## src/inc/smbg_defines.vh

```
`ifndef SMBG_DEFINES_VH
`define SMBG_DEFINES_VH
// Clock rate in kHz.
`define SMBG_CLK_KHZ 200000
// Clock-low timeout window, ms (low and high end).
`define SMBG_TOUT_MIN_MS 25
`define SMBG_TOUT_MAX_MS 35
// Timeout point chosen inside the window, cycles (30 ms).
`define SMBG_TOUT_CYC 6000000
// Bus idle time, us, and cycles (rounded up).
`define SMBG_IDLE_US 50
`define SMBG_IDLE_CYC ((`SMBG_IDLE_US * `SMBG_CLK_KHZ + 999) / 1000)
// Slave and master stretch budgets, ms; cycles for the slave budget only.
`define SMBG_SEXT_MS 25
`define SMBG_SEXT_CYC (`SMBG_SEXT_MS * `SMBG_CLK_KHZ)
`define SMBG_MEXT_MS 10
// Slave clock range, kHz.
`define SMBG_FMIN_KHZ 10
`define SMBG_FMAX_KHZ 100
// Master clock 51.2 kHz in 100 Hz units; half period, rounded down.
`define SMBG_MCLK_HZ10 512
`define SMBG_MHALF_CYC ((`SMBG_CLK_KHZ * 10) / (`SMBG_MCLK_HZ10 * 2))
// Bus-off detect 2 s, release within 1 ms.
`define SMBG_OFF_MS 2000
`define SMBG_OFF_CYC (`SMBG_OFF_MS * `SMBG_CLK_KHZ)
`define SMBG_REL_MS 1
`define SMBG_REL_CYC (`SMBG_REL_MS * `SMBG_CLK_KHZ)
`endif

```

## src/verilog/smbg_guard.v

```verilog
`timescale 1ns/1ps
`include "smbg_defines.vh"
// Behaviour
// - Clock low past timeout aborts transaction.
// - Clock high over 50 us resets to idle.
// - Own stretching per message within 25 ms.
// - Accept slave clock 10 to 100 kHz.
// - Master mode clock nominal 51.2 kHz.
// - Slave-only SMBus 1.1, PEC optional.
// - Bus-off after 2 s both low.
module smbg_guard #(
  parameter TOUT_CYC = `SMBG_TOUT_CYC,
  parameter IDLE_CYC = `SMBG_IDLE_CYC,
  parameter SEXT_CYC = `SMBG_SEXT_CYC,
  parameter OFF_CYC = `SMBG_OFF_CYC,
  parameter REL_CYC = `SMBG_REL_CYC,
  parameter MHALF_CYC = `SMBG_MHALF_CYC
) (
  // Clock and reset.
  input wire ref_clk_i,
  input wire nrst_i,
  // Bus pins, open drain; enable low means drive low.
  input wire bus_clock_pin_i,
  output reg bus_clock_pin_o,
  output reg bus_clock_pin_oe_n_o,
  input wire bus_data_pin_i,
  output reg bus_data_pin_o,
  output reg bus_data_pin_oe_n_o,
  // Requests from the protocol engine to pull the lines low, and master mode select.
  input wire stretch_req_i,
  input wire data_low_req_i,
  input wire master_mode_i,
  // Status towards the protocol engine.
  output reg active_o,
  output reg abort_o,
  output reg bus_off_o,
  output reg bus_ready_o,
  output reg budget_hit_o,
  output reg master_tick_o
);
  wire scl; // Synchronised clock line.
  wire sda; // Synchronised data line.
  reg scl_d; // Previous clock level.
  reg sda_d; // Previous data level.
  reg [31:0] low_cnt; // Clock-low run length.
  reg [31:0] high_cnt; // Clock-high run length.
  reg [31:0] sext_cnt; // Own stretch total this message.
  reg [31:0] off_cnt; // Both-low run length.
  reg [31:0] rel_cnt; // Release timer after bus-off.
  reg [31:0] mdiv; // Master clock half-period divider.
  reg releasing; // Waiting out the bus-off release time.
  reg stretching; // We currently pull the clock low.

  // Pins come from outside the clock domain, so each passes two flops
  // before any logic here looks at it.
  smbg_sync u_scl (
    .ref_clk_i(ref_clk_i),
    .nrst_i(nrst_i),
    .d_i(bus_clock_pin_i),
    .q_o(scl)
  );
  smbg_sync u_sda (
    .ref_clk_i(ref_clk_i),
    .nrst_i(nrst_i),
    .d_i(bus_data_pin_i),
    .q_o(sda)
  );

  // Start is data falling while clock high; stop is data rising.
  wire start_c = scl && scl_d && sda_d && !sda;
  wire stop_c = scl && scl_d && !sda_d && sda;
  // Timeout and idle events; counters saturate just past the limit.
  wire tout_ev = (low_cnt == TOUT_CYC - 1) && !scl;
  wire idle_ev = (high_cnt == IDLE_CYC - 1) && scl;
  wire sext_ev = stretching && (sext_cnt == SEXT_CYC - 1);
  // Any abort cause that ends the transaction in this cycle.
  wire abort_c = tout_ev || idle_ev || sext_ev;
  // Clock pull wanted and allowed: live, asked for, budget left.
  wire clk_pull_c = active_o && stretch_req_i && !budget_hit_o && !abort_c;

  // Edge history of the synchronised lines.
  // Reset to the idle-high level of the pins, so a quiet bus shows no
  // edge once reset lets go.
  always @(posedge ref_clk_i) begin
    if (!nrst_i) begin
      scl_d <= 1'b1;
      sda_d <= 1'b1;
    end else begin
      scl_d <= scl;
      sda_d <= sda;
    end
  end

  // Run-length counters of the clock line. No clock period is
  // checked: any rate inside the slave range is simply followed.
  // Both counters saturate, so an endless quiet bus cannot wrap them
  // round and fake a second event.
  always @(posedge ref_clk_i) begin
    if (!nrst_i) begin
      low_cnt <= 32'h0;
      high_cnt <= 32'h0;
    end else begin
      if (scl) begin
        low_cnt <= 32'h0;
      end else if (low_cnt < TOUT_CYC) begin
        low_cnt <= low_cnt + 32'h1;
      end
      if (!scl) begin
        high_cnt <= 32'h0;
      end else if (high_cnt < IDLE_CYC) begin
        high_cnt <= high_cnt + 32'h1;
      end
    end
  end

  // Transaction state: set by start, cleared by stop, timeout, idle, stretch budget.
  // A start in the same cycle as an abort still wins, so no frame lost.
  // The abort pulse fires only for a live transaction, so a stuck line
  // on an idle bus does not flood the engine with aborts.
  always @(posedge ref_clk_i) begin
    if (!nrst_i) begin
      active_o <= 1'b0;
      abort_o <= 1'b0;
    end else begin
      abort_o <= active_o && abort_c;
      if (start_c && !bus_off_o) begin
        active_o <= 1'b1;
      end else if (stop_c || abort_c) begin
        active_o <= 1'b0;
      end
    end
  end

  // Own stretch budget summed over a message, reset at start or stop.
  // The master's own budget is its affair; we only endure it.
  // A start or stop opens a fresh budget for the next message.
  always @(posedge ref_clk_i) begin
    if (!nrst_i) begin
      sext_cnt <= 32'h0;
      budget_hit_o <= 1'b0;
    end else if (start_c || stop_c) begin
      sext_cnt <= 32'h0;
      // A budget event in the same cycle still sets the flag.
      budget_hit_o <= sext_ev;
    end else if (stretching && sext_cnt < SEXT_CYC) begin
      sext_cnt <= sext_cnt + 32'h1;
      if (sext_ev) begin
        budget_hit_o <= 1'b1;
      end
    end
  end

  // Bus-off detection and release timer.
  // While bus-off stands no start is taken, so a shorted bus cannot
  // open a transaction that would only time out again.
  always @(posedge ref_clk_i) begin
    if (!nrst_i) begin
      off_cnt <= 32'h0;
      rel_cnt <= 32'h0;
      releasing <= 1'b0;
      bus_off_o <= 1'b0;
      bus_ready_o <= 1'b0;
    end else begin
      if (scl || sda) begin
        off_cnt <= 32'h0;
      end else if (off_cnt < OFF_CYC) begin
        off_cnt <= off_cnt + 32'h1;
      end
      if (!bus_off_o && off_cnt == OFF_CYC - 1 && !scl && !sda) begin
        bus_off_o <= 1'b1;
        bus_ready_o <= 1'b0;
      end else if (bus_off_o && (scl || sda)) begin
        bus_off_o <= 1'b0;
        releasing <= 1'b1;
        rel_cnt <= 32'h0;
      end else if (releasing) begin
        // Ready well inside the 1 ms release allowance.
        if (rel_cnt == REL_CYC / 2) begin
          releasing <= 1'b0;
          bus_ready_o <= 1'b1;
        end else begin
          rel_cnt <= rel_cnt + 32'h1;
        end
      end else if (!bus_off_o) begin
        bus_ready_o <= 1'b1;
      end
    end
  end

  // Master clock divider; ticks toggle a 51.2 kHz bus clock. Unused
  // on the bus since the device answers only as a slave.
  // The divider is held at zero outside master mode, so the first tick
  // comes a full half period after the mode is entered.
  always @(posedge ref_clk_i) begin
    if (!nrst_i) begin
      mdiv <= 32'h0;
      master_tick_o <= 1'b0;
    end else if (master_mode_i && mdiv == MHALF_CYC - 1) begin
      mdiv <= 32'h0;
      master_tick_o <= 1'b1;
    end else begin
      mdiv <= master_mode_i ? mdiv + 32'h1 : 32'h0;
      master_tick_o <= 1'b0;
    end
  end

  // Line drivers: pull low only inside a live transaction, so any
  // abort releases both lines until the next start.
  always @(posedge ref_clk_i) begin
    if (!nrst_i) begin
      stretching <= 1'b0;
      bus_clock_pin_o <= 1'b0;
      bus_clock_pin_oe_n_o <= 1'b1;
      bus_data_pin_o <= 1'b0;
      bus_data_pin_oe_n_o <= 1'b1;
    end else begin
      // Both enables come from flops, so the pins never glitch low.
      stretching <= clk_pull_c;
      bus_clock_pin_oe_n_o <= !clk_pull_c;
      // The data pull is refused outside a transaction; this keeps a
      // stale engine request off the bus after an abort.
      bus_data_pin_oe_n_o <= !(active_o && data_low_req_i && !abort_c);
    end
  end
endmodule

```

## src/verilog/smbg_sync.v

```verilog
`timescale 1ns/1ps
// Two-flop synchroniser for a pin level; pins idle high.
module smbg_sync (
  // Clock and reset.
  input wire ref_clk_i,
  input wire nrst_i,
  // Asynchronous level in, synchronised level out.
  input wire d_i,
  output reg q_o
);
  reg meta; // First stage, read only by the second.
  // Both stages reset to the idle-high bus level.
  always @(posedge ref_clk_i) begin
    if (!nrst_i) begin
      meta <= 1'b1;
      q_o <= 1'b1;
    end else begin
      meta <= d_i;
      q_o <= meta;
    end
  end
endmodule

```

## config.mk

```make
export PLATFORM = sky130hd
export DESIGN_NAME = smbg_guard
export DESIGN_NICKNAME = d
export VERILOG_FILES = /design/src/verilog/smbg_guard.v /design/src/verilog/smbg_sync.v
export VERILOG_INCLUDE_DIRS = /design/src /design/src/inc
export SDC_FILE = /design/constraint.sdc
export NUM_CORES = 1
export LEC_CHECK = 0
export ABC_AREA = 1
export BUFFER_PORTS_ARGS = -buffer_cell sky130_fd_sc_hd__buf_4
export CAP_MARGIN = 40
export CORE_MARGIN = 2
export CORE_UTILIZATION = 40
export DETAILED_ROUTE_END_ITERATION = 12
export PLACE_DENSITY_LB_ADDON = 0.15
export SLEW_MARGIN = 25
export SYNTH_ARGS = -nofsm -noshare
export SYNTH_HDL_FRONTEND = slang
export SYNTH_HIERARCHICAL = 1
export SYNTH_SLANG_ARGS = --single-unit
```

## constraint.sdc

```tcl
create_clock -name ref_clk_i -period 3.3 [get_ports ref_clk_i]
set_clock_uncertainty 0.05 [all_clocks]
set_input_delay 0.66 -clock ref_clk_i [delete_from_list [all_inputs] [get_ports ref_clk_i]]
set_output_delay 0.66 -clock ref_clk_i [all_outputs]
set_load 0.05 [all_outputs]
```

==> metrics.yaml <==
status: "finished, final reports clean"
grt_pass1_vias: 9966
max-clock-path-buffers: 3
finalNetCount: 1859
fin_tns_setup_ns: 0
power_mw: 5.74
h-tree-depth: 1
clk_latency_ns: 0.52
synth_top_family_by_area: "simple AND/OR/NAND/NOR gates"
cts_root_buffer: "clkbuf_16"
ios: 17
yosys.area_share.adder: 0.00864
dp_hpwl_um: 20200
drtIter0Drc: 692
crit_type: "register to register"
period_share: 0.794
met2_length_um: 11900
synth_warnings: 6
hold_path.class: "input port to register"
cts_tree: "yes"
ys_ff_latch: 208
muxShareOfSynthArea: 0
timing.fmax_mhz: 381
gp_congestion: 0.873
dr_wl_met3_um: 1130
yosys.area_share.simple: 0.415
fp.coreArea_um2: 28600
layout_common_cells: "516 x nand2_1, 289 x nor2_1, 234 x inv_1, 208 x dfxtp_1, 124 x a21oi_1"
routed_wl_um: 27600
cts_resized: 0
routed_via_density: 4.91
syn_area_um2: 11600
die_area_um2: 30300
rsz0062_at_grt: "no"
endpoint_kind: "register"
fp.dieH_um: 174
grt_usage: 0.183
synth_edf_count: 0
top_layer: "met4"
clkSinkCount: 208
async_reset_ff_frac: 0
grt-ovfl-total: 0
ctsHoldBuffers: 0
startpoint_type: "register"
worst_pin_slew_ns: 0.733
total_leakage_power_nw: 4.53
wl_per_cell_um: 12.3
final_layout_size_suffix_gt1_frac: 0.0559
power.density_nw_per_um2: 442
crit_fanout: 20
ant_nets: 0
synth_xor_area_frac: 0.0492
relSlewSlack: 0.510
setup_viol: 0
drv_slew: 0
worst_ep_arrival_time_ns: 2.97
antennaDiodeCount: 0
ys.flop_type: "dfxtp_1"
yosysUniqueCellTypes: 41
hold_viol_final: 0
synth_compound_area_frac: 0.0654
wl_met1_um: 14000
row_count: 62
postCtsSetupRepairBufs: 0
syn_avg_cell_area_um2: 6.30
num_vias: 11025
peakVddDrop_uv: 353
area_growth_pct: 12.0
cts_buffers: 25
route.detailed.drc: 0
first_pass_iters: 5
maxCapViolCount: 0
fin_crit_ns: 2.62
grt_max_degree: 48
final_common_cell: "nand2_1"
syn_inst: 1839
io_buffers: 14
grt_pass1_wl_um: 47700
crit_required_ns: 3.65
synth-seq-area-share: 0.360
die_w_um: 174
start_util: 0.405
path_clk_slew_ns: 0.06
antenna_found_initial: 0
[through the flow]
stage               hold slack, ns  utilization  worst slack [ns]  cell area [um2]  std cells
floorplan                    0.330            -              1.52            11600       1840
global placement             0.339        0.418             0.763            12000       2197
detailed placement           0.336        0.420             0.640            12000       2200
CTS                          0.253        0.453             0.632            13000       2245
global route                 0.276        0.453             0.331            13000       2246
finish                       0.275        0.453             0.679            13000       2246
[metal layers]
layer  track usage  vias up
met5             0        -
li1              -     5844
met2         0.294      178
met4        0.0469        0
met1         0.258     4961
met3        0.0260       42
[sequential cells by signal (all words and copies together), names as in the netlist, 32 cells and up]
register,flops
mdiv,32
rel_cnt,32
off_cnt,32
sext_cnt,32
low_cnt,32
high_cnt,32
[final timing paths]
check / start / endpoint / slack (ns) / cells after the start
min reg2reg: u_scl/meta / u_scl/q_o / 0.34 / 2
max: u_scl/q_o / rel_cnt[1] / 0.68 / 9
min: data_low_req_i / bus_data_pin_oe_n_o / 0.28 / 2
max reg2reg: u_scl/q_o / rel_cnt[1] / 0.68 / 9
[cells in the mapped netlist (all sizes together) (2+ instances only)]
master / number / area share
inv: 241 / 0.078
a31oi: 2 / 0.0011
buf: 30 / 0.017
clkbuf: 20 / 0.0066
o21ai: 15 / 0.0065
xor2: 51 / 0.039
nor3b: 4 / 0.0026
or2: 5 / 0.0027
nor3: 73 / 0.034
a21oi: 125 / 0.054
xnor2: 14 / 0.011
nand3: 121 / 0.054
nand2: 520 / 0.17
dfxtp: 208 / 0.36
nand4: 79 / 0.043
ha: 8 / 0.0086
nor2: 301 / 0.10
nand3b: 11 / 0.0071
o21bai: 2 / 0.0013
[logic make-up (layout without fill, tap and decap cells)]
logic type	count (synthesis)	count (layout)
buf+inv	292	314
other cells	1	2
compound gates	148	148
xor+xnor	65	65
flops	208	208
simple gates	1117	1117
fa+ha+maj	8	8
[layout make-up]
| class | instances | area, um2 |
|---|---|---|
| clock inverters | 11 | 234 |
| flip-flops and latches | 208 | 4160 |
| well taps | 384 | 480 |
| fillers | 3057 | 15600 |
| clock buffers | 34 | 699 |
| repair buffers | 27 | 241 |
| inverters | 242 | 908 |
| multi-input cells | 1340 | 6250 |
[where the power goes]
group | switching, mW | total, mW | internal, mW
registers | 0.00880 | 2.53 | 2.52
clock network | 1.08 | 3.11 | 2.02
logic | 0.0744 | 0.103 | 0.0291
total | 1.17 | 5.74 | 4.57
[critical path, cell delays in order (launching register included)]
cell	delay (ns)
dfxtp_1	0.36
inv_1	0.09
nand2_1	0.13
inv_1	0.10
nor2_4	0.34
inv_1	0.22
nand2_1	0.36
nand2_1	0.55
nand2_1	0.21
a21oi_1	0.08
Note: power is estimated with default switching activity, not from simulation.
